--- config.mk ---
export PLATFORM = sky130hd
export DESIGN_NAME = channel_initial_state_gate
export DESIGN_NICKNAME = d
export VERILOG_FILES = /design/src/rtl/gate_pkg.sv /design/src/rtl/channel_initial_state_gate.sv
export VERILOG_INCLUDE_DIRS = /design/src /design/src/rtl
export SDC_FILE = /design/constraint.sdc
export NUM_CORES = 1
export LEC_CHECK = 0
export BUFFER_PORTS_ARGS = -buffer_cell sky130_fd_sc_hd__buf_2
export CAP_MARGIN = 10
export CORE_MARGIN = 4
export CORE_UTILIZATION = 30
export CTS_CLUSTER_DIAMETER = 100
export DETAILED_ROUTE_END_ITERATION = 10
export GPL_ROUTABILITY_DRIVEN = 1
export SLEW_MARGIN = 0
export SYNTH_ARGS = -nofsm -noshare
export SYNTH_HDL_FRONTEND = slang
export SYNTH_SLANG_ARGS = --single-unit
--- constraint.sdc ---
create_clock -name CORE_CLK_I -period 2.3 [get_ports CORE_CLK_I]
set_input_delay 0.115 -clock CORE_CLK_I [delete_from_list [all_inputs] [get_ports CORE_CLK_I]]
set_output_delay 0.115 -clock CORE_CLK_I [all_outputs]
set_load 0.02 [all_outputs]
--- src/rtl/gate_regs.svh ---
// Constants of the channel initial-state command gate
`ifndef GATE_REGS_SVH
`define GATE_REGS_SVH
`define CHID_INT_W 5
`define CHID_PKG_LSB 5
`define CHID_PKG_ALL 5'h1f
`define RSP_OK 16'h0000
`define RSP_FAIL 16'h0001
`define RSN_NONE 16'h0000
`define RSN_INIT_REQ 16'h0001
`define RSN_UNSUP 16'h0002
`define ADR_CTRL 8'h00
`define ADR_STATUS 8'h04
`define ADR_CNT 4'h1
`define ADR_FILT 4'h2
`define CTRL_ARB_BIT 8
`define ST_EN_LSB 8
`define ST_NTX_LSB 16
`define ST_SEL_BIT 24
`define ST_ARB_BIT 25
`define ST_LINK_BIT 26
`define FI_UC_LSB 8
`define FI_VLAN_BIT 12
`define FI_MCBC_BIT 13
`endif

--- src/rtl/gate_pkg.sv ---
// Types shared by the channel initial-state command gate
package gate_pkg;
   typedef enum logic [7:0] {
      CMD_CLEAR_INIT = 8'h00,
      CMD_SELECT_PKG = 8'h01,
      CMD_DESELECT_PKG = 8'h02,
      CMD_ENABLE_CH = 8'h03,
      CMD_DISABLE_CH = 8'h04,
      CMD_RESET_CH = 8'h05,
      CMD_NET_TX_ON = 8'h06,
      CMD_NET_TX_OFF = 8'h07,
      CMD_SET_NOTICE = 8'h08,
      CMD_SET_UCAST = 8'h09,
      CMD_SET_VLAN = 8'h0a,
      CMD_SET_MCBC = 8'h0b,
      CMD_SET_HW_ARB = 8'h0c,
      CMD_GET_STATS = 8'h0d
   } cmd_e;
endpackage

--- src/rtl/channel_initial_state_gate.sv ---
// Per-channel initial-state gate of the sideband command handler
//
// Our own choices: the placing of the registers and the Wishbone interface to the registers.
`timescale 1ns/10ps
`include "gate_regs.svh"
module channel_initial_state_gate
   import gate_pkg::*;
#(
   parameter int NUM_CH = 2,
   parameter int UC_N = 4,
   parameter int NOTICE_W = 8,
   parameter int CNT_W = 16,
   parameter bit HW_ARB_CAP = 1'b1
) (
   input wire logic CORE_CLK_I,
   input wire logic RESETN_I,
   input wire logic [2:0] PKG_ID_I,
   input wire logic PKG_READY_I,
   input wire logic LINK_UP_I,
   input wire logic [NUM_CH-1:0] FAULT_I,
   input wire logic [NUM_CH-1:0] PT_RX_I,
   input wire logic CMD_VALID_I,
   input wire logic [7:0] CMD_CHID_I,
   input wire logic [7:0] CMD_OP_I,
   input wire logic CMD_VENDOR_I,
   input wire logic [7:0] CMD_TAG_I,
   input wire logic [7:0] CMD_DATA_I,
   output logic RSP_VALID_O,
   output logic [15:0] RSP_CODE_O,
   output logic [15:0] RSP_REASON_O,
   output logic [CNT_W-1:0] RSP_DATA_O,
   output logic [NUM_CH-1:0] CH_INIT_O,
   output logic [NUM_CH-1:0] CH_ENABLED_O,
   output logic [NUM_CH-1:0] NET_TX_O,
   output logic [NUM_CH-1:0] UNREQ_TX_OK_O,
   output logic [NUM_CH-1:0] NOTICE_TX_OK_O,
   output logic PKG_SELECTED_O,
   output logic HW_ARB_O,
   input wire logic WB_CYC_I,
   input wire logic WB_STB_I,
   input wire logic WB_WE_I,
   input wire logic [7:0] WB_ADR_I,
   input wire logic [3:0] WB_SEL_I,
   input wire logic [31:0] WB_DAT_I,
   output logic [31:0] WB_DAT_O,
   output logic WB_ACK_O
);

   function automatic logic is_pkg(input logic [7:0] id);
      return id[`CHID_INT_W-1:0] == `CHID_PKG_ALL;
   endfunction

   function automatic logic is_cmd(input logic [7:0] op,
                                   input cmd_e c);
      return op == c;
   endfunction

   logic [NUM_CH-1:0] init_q, en_q, ntx_q, tagv_q, vlan_q, mcbc_q;
   logic [NOTICE_W-1:0] notice_q [NUM_CH];
   logic [UC_N-1:0] uc_q [NUM_CH];
   logic [CNT_W-1:0] cnt_q [NUM_CH];
   logic [7:0] tag_q [NUM_CH];
   logic sel_q, arb_q, arb_cap_q, ack_q;
   logic [31:0] dat_q;
   logic rsp_valid_q;
   logic [15:0] code_q, reason_q;
   logic [CNT_W-1:0] rdata_q;

   logic [NUM_CH-1:0] hit, refuse, dup, exec, enter, clr_ok;
   logic [NUM_CH-1:0] cfg_lost;
   logic pkg_match, pkg_hit, ch_hit, std, known;
   logic wb_req, wb_wr;
   logic [`CHID_INT_W-1:0] int_id;

   // Channel address is package id plus internal number
   assign int_id = CMD_CHID_I[`CHID_INT_W-1:0];
   assign pkg_match = CMD_CHID_I[7:`CHID_PKG_LSB] == PKG_ID_I;
   assign pkg_hit = CMD_VALID_I & pkg_match & is_pkg(CMD_CHID_I);
   assign ch_hit = CMD_VALID_I & pkg_match & !is_pkg(CMD_CHID_I);
   assign std = !CMD_VENDOR_I;
   assign known = CMD_OP_I <= CMD_GET_STATS;

   assign wb_req = WB_CYC_I & WB_STB_I;
   assign wb_wr = wb_req & WB_WE_I & ack_q;

   // Software reports a configuration loss per channel
   always_comb begin
      cfg_lost = '0;
      if (wb_wr && WB_ADR_I == `ADR_CTRL && WB_SEL_I[0]) begin
         cfg_lost = WB_DAT_I[NUM_CH-1:0];
      end
   end

   for (genvar c = 0; c < NUM_CH; c++) begin : g_ch
      assign hit[c] = ch_hit & (int_id == `CHID_INT_W'(c));
      // In the initial state, standard commands other than clear are refused
      assign refuse[c] = hit[c] & init_q[c] & std
         & !is_cmd(CMD_OP_I, CMD_CLEAR_INIT);
      // A repeated tag replays the answer, no second action
      assign dup[c] = hit[c] & !init_q[c] & tagv_q[c]
         & (tag_q[c] == CMD_TAG_I);
      assign exec[c] = hit[c] & !refuse[c] & !dup[c] & std;
      assign clr_ok[c] = exec[c] & is_cmd(CMD_OP_I, CMD_CLEAR_INIT);
      assign enter[c] = FAULT_I[c] | cfg_lost[c]
         | (exec[c] & is_cmd(CMD_OP_I, CMD_RESET_CH));

      // Entry wins over a clear in the same cycle
      always_ff @(posedge CORE_CLK_I or negedge RESETN_I) begin
         if (!RESETN_I) begin
            init_q[c] <= 1'b1;
         end else if (enter[c]) begin
            init_q[c] <= 1'b1;
         end else if (clr_ok[c]) begin
            init_q[c] <= 1'b0;
         end
      end

      always_ff @(posedge CORE_CLK_I or negedge RESETN_I) begin
         if (!RESETN_I) begin
            en_q[c] <= 1'b0;
            ntx_q[c] <= 1'b0;
         end else if (enter[c]) begin
            en_q[c] <= 1'b0;
            ntx_q[c] <= 1'b0;
         end else if (exec[c]) begin
            if (is_cmd(CMD_OP_I, CMD_ENABLE_CH)) begin
               en_q[c] <= 1'b1;
            end
            if (is_cmd(CMD_OP_I, CMD_DISABLE_CH)) begin
               en_q[c] <= 1'b0;
            end
            if (is_cmd(CMD_OP_I, CMD_NET_TX_ON)) begin
               ntx_q[c] <= 1'b1;
            end
            if (is_cmd(CMD_OP_I, CMD_NET_TX_OFF)) begin
               ntx_q[c] <= 1'b0;
            end
         end
      end

      always_ff @(posedge CORE_CLK_I or negedge RESETN_I) begin
         if (!RESETN_I) begin
            uc_q[c] <= '0;
            vlan_q[c] <= 1'b0;
            mcbc_q[c] <= 1'b0;
            notice_q[c] <= '0;
         end else if (enter[c]) begin
            uc_q[c] <= '0;
            vlan_q[c] <= 1'b0;
            mcbc_q[c] <= 1'b0;
            notice_q[c] <= '0;
         end else if (exec[c]) begin
            if (is_cmd(CMD_OP_I, CMD_SET_UCAST)) begin
               uc_q[c] <= CMD_DATA_I[UC_N-1:0];
            end
            if (is_cmd(CMD_OP_I, CMD_SET_VLAN)) begin
               vlan_q[c] <= CMD_DATA_I[0];
            end
            if (is_cmd(CMD_OP_I, CMD_SET_MCBC)) begin
               mcbc_q[c] <= CMD_DATA_I[0];
            end
            if (is_cmd(CMD_OP_I, CMD_SET_NOTICE)) begin
               notice_q[c] <= CMD_DATA_I[NOTICE_W-1:0];
            end
         end
      end

      // Counters saturate rather than wrap, so a stale read is obvious
      always_ff @(posedge CORE_CLK_I or negedge RESETN_I) begin
         if (!RESETN_I) begin
            cnt_q[c] <= '0;
         end else if (enter[c]) begin
            cnt_q[c] <= '0;
         end else if (PT_RX_I[c] && cnt_q[c] != '1) begin
            cnt_q[c] <= cnt_q[c] + CNT_W'(1);
         end
      end

      always_ff @(posedge CORE_CLK_I or negedge RESETN_I) begin
         if (!RESETN_I) begin
            tagv_q[c] <= 1'b0;
            tag_q[c] <= '0;
         end else if (enter[c]) begin
            tagv_q[c] <= 1'b0;
         end else if (exec[c]) begin
            tagv_q[c] <= 1'b1;
            tag_q[c] <= CMD_TAG_I;
         end
      end

      // Only command answers leave a disabled channel
      assign UNREQ_TX_OK_O[c] = en_q[c] & sel_q;
      assign NOTICE_TX_OK_O[c] = en_q[c] & sel_q & (|notice_q[c]);

   end

   // Package selection and arbitration; arbitration survives entry
   always_ff @(posedge CORE_CLK_I or negedge RESETN_I) begin
      if (!RESETN_I) begin
         sel_q <= 1'b0;
         arb_q <= 1'b1;
      end else if (pkg_hit && PKG_READY_I && std) begin
         if (is_cmd(CMD_OP_I, CMD_SELECT_PKG)) begin
            sel_q <= 1'b1;
         end
         if (is_cmd(CMD_OP_I, CMD_DESELECT_PKG)) begin
            sel_q <= 1'b0;
         end
         if (is_cmd(CMD_OP_I, CMD_SET_HW_ARB)) begin
            arb_q <= CMD_DATA_I[0];
         end
      end
   end

   // Answer builder; one answer per accepted command
   always_ff @(posedge CORE_CLK_I or negedge RESETN_I) begin
      if (!RESETN_I) begin
         rsp_valid_q <= 1'b0;
         code_q <= `RSP_OK;
         reason_q <= `RSN_NONE;
         rdata_q <= '0;
      end else begin
         rsp_valid_q <= (pkg_hit & PKG_READY_I) | (|hit);
         code_q <= `RSP_OK;
         reason_q <= `RSN_NONE;
         rdata_q <= '0;
         if (|refuse) begin
            code_q <= `RSP_FAIL;
            reason_q <= `RSN_INIT_REQ;
         end else if ((pkg_hit | ch_hit) && std && !known) begin
            code_q <= `RSP_FAIL;
            reason_q <= `RSN_UNSUP;
         end else begin
            for (int i = 0; i < NUM_CH; i++) begin
               if (hit[i] && is_cmd(CMD_OP_I, CMD_GET_STATS)) begin
                  rdata_q <= cnt_q[i];
               end
            end
         end
      end
   end

   // Wishbone slave: ack one cycle after request, write at ack edge
   always_ff @(posedge CORE_CLK_I or negedge RESETN_I) begin
      if (!RESETN_I) begin
         ack_q <= 1'b0;
         dat_q <= '0;
      end else begin
         ack_q <= wb_req & !ack_q;
         if (wb_req && !ack_q) begin
            dat_q <= '0;
            if (WB_ADR_I == `ADR_CTRL) begin
               dat_q[`CTRL_ARB_BIT] <= arb_cap_q;
            end else if (WB_ADR_I == `ADR_STATUS) begin
               dat_q[NUM_CH-1:0] <= init_q;
               dat_q[`ST_EN_LSB +: NUM_CH] <= en_q;
               dat_q[`ST_NTX_LSB +: NUM_CH] <= ntx_q;
               dat_q[`ST_SEL_BIT] <= sel_q;
               dat_q[`ST_ARB_BIT] <= HW_ARB_O;
               dat_q[`ST_LINK_BIT] <= LINK_UP_I;
            end
            for (int i = 0; i < NUM_CH; i++) begin
               if (WB_ADR_I == {`ADR_CNT, 2'(i), 2'b00}) begin
                  dat_q[CNT_W-1:0] <= cnt_q[i];
               end
               if (WB_ADR_I == {`ADR_FILT, 2'(i), 2'b00}) begin
                  dat_q[NOTICE_W-1:0] <= notice_q[i];
                  dat_q[`FI_UC_LSB +: UC_N] <= uc_q[i];
                  dat_q[`FI_VLAN_BIT] <= vlan_q[i];
                  dat_q[`FI_MCBC_BIT] <= mcbc_q[i];
               end
            end
         end
      end
   end

   // Arbitration capability is a software strap
   always_ff @(posedge CORE_CLK_I or negedge RESETN_I) begin
      if (!RESETN_I) begin
         arb_cap_q <= HW_ARB_CAP;
      end else if (wb_wr && WB_ADR_I == `ADR_CTRL && WB_SEL_I[1]) begin
         arb_cap_q <= WB_DAT_I[`CTRL_ARB_BIT];
      end
   end

   assign WB_ACK_O = ack_q;
   assign WB_DAT_O = dat_q;
   assign RSP_VALID_O = rsp_valid_q;
   assign RSP_CODE_O = code_q;
   assign RSP_REASON_O = reason_q;
   assign RSP_DATA_O = rdata_q;
   assign CH_INIT_O = init_q;
   assign CH_ENABLED_O = en_q;
   assign NET_TX_O = ntx_q;
   assign PKG_SELECTED_O = sel_q;
   assign HW_ARB_O = arb_q & arb_cap_q;
endmodule

=== Word-level counts from Yosys, hierarchy flattened ===
Cells that the tools add are included.

* Output and inout port bits: 94
* Logic and storage cells: 235
* Input port bits: 92
* Register bits: 158

* Bitwise operators: 45
* Reductions and logical operators: 65
* $add $sub $neg: 2
* Equal/unequal tests: 25
* Multiplexer cells: 68
* Magnitude comparators: 1

{| class="wikitable"
|+ Operator list
! operator !! count
|-
| two-way mux 16 bit || 10
|-
| == test 8 x 4 -> 1 bit (second input constant) || 6
|-
| == test 8 x 3 -> 1 bit (second input constant) || 5
|-
| two-way mux 8 bit || 5
|-
| bitwise AND 1 bit || 37
|-
| two-way mux 1 bit || 36
|-
| adder 16 x 1 -> 16 bit (second input constant) || 2
|-
| inequality test 16 bit (second input constant) || 2
|-
| AND reduction 2 bit || 16
|-
| nonzero test 2 bit || 15
|-
| two-way mux 14 bit || 2
|-
| two-way mux 4 bit || 5
|-
| == test 8 x 2 -> 1 bit (second input constant) || 2
|-
| == test 8 x 5 -> 1 bit (second input constant) || 2
|-
| == test 8 x 6 -> 1 bit (second input constant) || 2
|-
| == test 8 bit || 2
|-
| zero test 8 bit || 2
|-
| two-way mux 2 bit || 8
|-
| OR reduction 8 bit || 2
|-
| logical AND 1 bit || 12
|-
| nonzero test 3 bit || 4
|-
| zero test 1 bit || 11
|-
| == test 8 x 1 -> 1 bit (second input constant) || 1
|-
| less-or-equal comparator 8 x 4 -> 1 bit (second input constant) || 1
|-
| 8 further kinds || 16
|}

=== Depth between registers and ports, before layout ===
* Word-level depth: 15
* Depth in mapped cells: 8
* Mapped depth without buffers: 6

=== Least setup slack after synthesis ===
Ideal clock, no wire load.

* Path type: input -> register
* From: input port CMD_OP_I[5]
* To: register tag_q[10] in the netlist's numbering
* Data arrival time: 1.872 ns
* Required time: 2.172 ns
* Setup time: 0.128 ns
* Slack: 0.301 ns
* Stages on the path: 6
* Path buffers: 1
* Path through: or4_4 o31ai_4 and3_1 and4_1 buf_2 mux2_1

* Cells in the longest elaborated chain, start to end: 11
* Elaborated cells between the ends (all ways): 12
* Classes of those cells: eq/ne (1); bitwise (7); reduce/logical (4)

{| class="wikitable"
|+ Ends and longest elaborated chain
! element !! RTL line !! source
|-
| start: declaration || channel_initial_state_gate.sv:24 || <nowiki>input wire logic [7:0] CMD_OP_I,</nowiki>
|-
| zero test 8 bit || channel_initial_state_gate.sv:55 || <nowiki>return op == c;</nowiki>
|-
| zero test 1 bit || channel_initial_state_gate.sv:98 || <nowiki>& !is_cmd(CMD_OP_I, CMD_CLEAR_INIT);</nowiki>
|-
| bitwise AND 1 bit || channel_initial_state_gate.sv:98 ||
|-
| zero test 1 bit || channel_initial_state_gate.sv:102 || <nowiki>assign exec[c] = hit[c] & !refuse[c] & !dup[c] & std;</nowiki>
|-
| bitwise AND 1 bit (3 in series) || channel_initial_state_gate.sv:102 ||
|-
| bitwise AND 1 bit || channel_initial_state_gate.sv:105 || <nowiki>| (exec[c] & is_cmd(CMD_OP_I, CMD_RESET_CH));</nowiki>
|-
| OR 1 bit || channel_initial_state_gate.sv:105 ||
|-
| inverter 1 bit (no line) || -- ||
|-
| AND reduction 2 bit (no line) (*) || -- ||
|-
| end signal: indexed assignment || channel_initial_state_gate.sv:182 || <nowiki>tag_q[c] <= '0;</nowiki>
|-
| end signal: indexed assignment || channel_initial_state_gate.sv:187 || <nowiki>tag_q[c] <= CMD_TAG_I;</nowiki>
|-
| end: declaration || channel_initial_state_gate.sv:62 || <nowiki>logic [7:0] tag_q [NUM_CH];</nowiki>
|}

Every way passes the cells marked *; elsewhere a longest branch is shown, timed or not.
A chain may end at the register's enable or synchronous reset.

=== Worst setup path in the final report ===
* From: register ack_q, in the netlist WB_ACK_O
* To: register tag_q[13] in the netlist's numbering

* Cells in the longest elaborated chain, start to end: 8

{| class="wikitable"
|+ Ends and longest elaborated chain
! element !! RTL line !! source
|-
| start: declaration || channel_initial_state_gate.sv:63 || <nowiki>logic sel_q, arb_q, arb_cap_q, ack_q;</nowiki>
|-
| start signal: assignment || channel_initial_state_gate.sv:249 || <nowiki>ack_q <= wb_req & !ack_q;</nowiki>
|-
| bitwise AND 1 bit || channel_initial_state_gate.sv:84 || <nowiki>assign wb_wr = wb_req & WB_WE_I & ack_q;</nowiki>
|-
| logical AND 1 bit (no line) || -- ||
|-
| logical AND 1 bit || channel_initial_state_gate.sv:89 || <nowiki>if (wb_wr && WB_ADR_I == `ADR_CTRL && WB_SEL_I[0]) begin</nowiki>
|-
| two-way mux 2 bit || channel_initial_state_gate.sv:89 ||
|-
| OR 1 bit || channel_initial_state_gate.sv:104 || <nowiki>assign enter[c] = FAULT_I[c] | cfg_lost[c]</nowiki>
|-
| OR 1 bit || channel_initial_state_gate.sv:105 ||
|-
| inverter 1 bit (no line) || -- ||
|-
| AND reduction 2 bit (no line) || -- ||
|}

Every way passes these cells.

==> results by group <==
Clock network
  – Clk slew on worst S/H paths: 60 ps
  – Sink Count: 129
  – TritonCTS Buffers: 17
  – CTS root buffer: clkbuf_16
  – Worst skew pair latency: 430 ps
  – TritonCTS clock tree: built
  – Post_cts resized: 0
  – H-tree depth: 4
  – Clock buffer depth: 2

Yosys
  – Synth area leader: dfrtp_1
  – Synth top area cells: dfrtp_1, buf_4, xor2_1
  – Synth Cell Area: approximately 0.007 sq mm
  – Unique masters post-synth: 68
  – Syn_area_per_cell: 9.87 sq um
  – Synthesized flop and latch total: 129
  – Top cells by instance count after synthesis: dfrtp_1, nand2_1, buf_4, nor2_1, a21oi_1
  – Asr flop ratio synth: 100%
  – Cells after synthesis: 720
  – Post-synth EDFFs: 0
  – Synth top area share: 44.0%
  – Sequential cell area fraction in the yosys report: 45.5%
  – Yosys Warn Count: 0
  – Top FF cell, synth: dfrtp_1
  – Count leader, synth: dfrtp_1

Global routing
  – Grt ovf: 0
  – First-pass GRT wire length: 32,800 microns
  – Largest net degree at the start of global routing: 47
  – Initial antenna violation count: 2
  – GRT Total Usage: 16.0%
  – Vias in the first global route: roughly 5,800

Floorplan
  – Initial Util: between 30% and 40%
  – Row cnt: 56
  – Die H: 162 microns
  – Io pins: between 150 and 200
  – Die width: 162 microns
  – Core Region: approximately 0.023 sq mm
  – Die Area: 0.0262 sq mm

Setup path
  – Cells along the critical path: nand4_1 -> nor3_2 -> a31oi_1 -> and4_1 -> mux2_1
  – Worst R2R Start: WB_ACK_O
  – R2R Setup Slk: between 200 and 300 ps
  – CP required: ~2600 ps
  – FF-to-FF End: tag_q[13]
  – CP Capture Type: register
  – CP arrival: roughly 2300 ps
  – Type of the worst setup path: reg2reg
  – Max stage delay on crit path: 540 ps
  – Slowest stage cell, crit path: and4_1
  – Crit path launch type: register
  – Worst reg-to-reg path cell count: 5
  – Crit Path Max Fanout: 9

STA
  – Hold Vio Cnt, Final: 0
  – Setup TNS: 0 ps
  – Max-slew violation count: 0
  – Worst Skew: 9.45 ps
  – RSZ-0062 raised after global routing: no
  – Minimum clock period: 2030 ps
  – Final WS setup: 265 ps
  – Slew headroom: 51.7%
  – Worst-margin pin slew: 707 ps
  – Highest Clock Rate: 491 MHz
  – Final count of negative-setup-slack endpoints: 0
  – Final worst-path cycle share: 88.5%

Routing
  – Routed len/inst: ~17 microns
  – Starting DRT DRC Count: 603
  – DR vias/cell: around 5.0
  – DR DRC count: 0
  – 1st-pass router iterations: 7
  – Final ANT Viol Nets: 0
  – Via count: 6,105
  – Post-Route WL: about 21,000 microns

Pwr
  – Max rail drop VDD: 0.529 mV
  – Leak: 4.29 nW
  – Final Power: 0.00543 W
  – Power Density: about 600 mW/mm^2

Final layout
  – Non-Filler Cell Area, Final: 0.00899 sq mm
  – Final net count: about 980
  – Layout cells sized above 1: 25.8%
  – Multi-input logic area: between 0.003 and 0.004 sq mm
  – Ant diodes: 0
  – Fillers: around 2,400
  – Area growth from synthesis to layout: 26.5%
  – Storage cell area: 0.00323 sq mm
  – Core Util, Final: ~38%

Hold path
  – Min-Delay Endpoint: notice_q[8]
  – Hold Crit Depth: 3
  – Hold Path Origin: CMD_DATA_I[0]
  – Hold Path Class: in2reg

Place
  – Routability cong.: 0.899
  – Setup WS pre-CTS: 45.9 ps
  – Port Buf Inserts: 114
  – Placed cell area: 0.00820 sq mm
  – Estimated wirelength of the detail-placed design: about 16,000 microns

Run status
  – Status: finished clean

Job
  – MaxCap Viol Count: 0
## where the power goes
group | switching, W | internal [W] | total (W)
clock network | 0.00104 | 0.00165 | 0.00269
logic | 0.000295 | 0.000153 | 0.000447
registers | 0.0000150 | 0.00229 | 0.00230
## sequential cells by signal, summed over array words and instances, names as in the netlist, 8 cells and up
signal,flops
cnt_q,32
WB_DAT_O,21
RSP_DATA_O,16
notice_q,16
tag_q,16
uc_q,8
## cells by family after synthesis
| group | synth area share, % |
|---|---|
| simple gates | 20.3 |
| compound gates | 14.5 |
| flops | 45.5 |
| buf+inv | 7.16 |
| mux | 7.08 |
| xor+xnor | 5.05 |
| fa+ha+maj | 0.352 |
| other cells | 0.0527 |
## repair_timing
item / CTS / global route
endpoints found under the hold margin: 76 / 0
setup buffers: 0 / 1
hold buffers: 20 / 0
setup endpoints to repair: 0 / 3
## layout make-up
type	count	share of cell area, %
Clock inverter	12	1.47
Tap cell	319	4.44
Timing Repair Buffer	188	13.5
Inverter	9	0.376
Multi-Input combinational cell	542	39.2
Sequential cell	129	36.0
Clock buffer	19	5.04
## how the worst max path moves through the flow
| stage | from | endpoint | slack, ps | cells past startpoint |
|---|---|---|---|---|
| detailed placement | WB_ADR_I[4] | tag_q[13] | 50 | 7 |
| global placement | WB_ADR_I[4] | tag_q[13] | 60 | 7 |
| global route | tag_q[15] | tag_q[12] | 160 | 5 |
| floorplan | CMD_OP_I[5] | tag_q[10] | 300 | 6 |
| finish | WB_ACK_O | tag_q[13] | 270 | 5 |
| CTS | cnt_q[17] | cnt_q[29] | 160 | 6 |
## through the flow
stage | std cells | hold WS [ps]
final | 1218 | 15.0
after global placement | 1166 | 179
after floorplan | 759 | -181
after global routing | 1218 | 34.1
after CTS | 1217 | 7.77
after detailed placement | 1166 | 181
## cell usage in the layout, fill, tap and decap left out, types with 7 or more instances in the layout
cell type	netlist	routed
a21o_1	14	14
a21oi_1	36	36
a222oi_1	12	12
and2_1	9	9
and3_1	15	15
and4_1	7	7
buf_2	2	113
buf_4	43	52
clkbuf_16	0	17
conb_1	1	40
dfrtp_1	125	125
dlygate4sd3_1	0	20
inv_1	9	9
mux2_1	8	8
mux2_4	8	8
mux2i_1	27	27
nand2_1	59	59
nand3_1	21	21
nand4_1	29	29
nor2_1	43	43
nor3_1	33	33
nor4_1	12	12
o21ai_0	34	34
o22ai_1	10	10
xor2_1	35	35
## critical path, delay by kind of cell (launching register included)
| family | cells | cell delay [ps] |
|---|---|---|
| compound gates | 1 | 370 |
| flops | 1 | 380 |
| simple gates | 3 | 780 |
| mux | 1 | 370 |
## layer usage
| layer | routed length, microns | vias up | GRT usage (%) |
|---|---|---|---|
| li1 | - | 2917 | - |
| met1 | 9260 | 2948 | 21.7 |
| met2 | 10000 | 204 | 25.1 |
| met3 | 1400 | 32 | 4.36 |
| met4 | 400 | 4 | 5.00 |
| met5 | 21 | - | 0 |
Note: power is estimated with default switching activity, not from simulation.
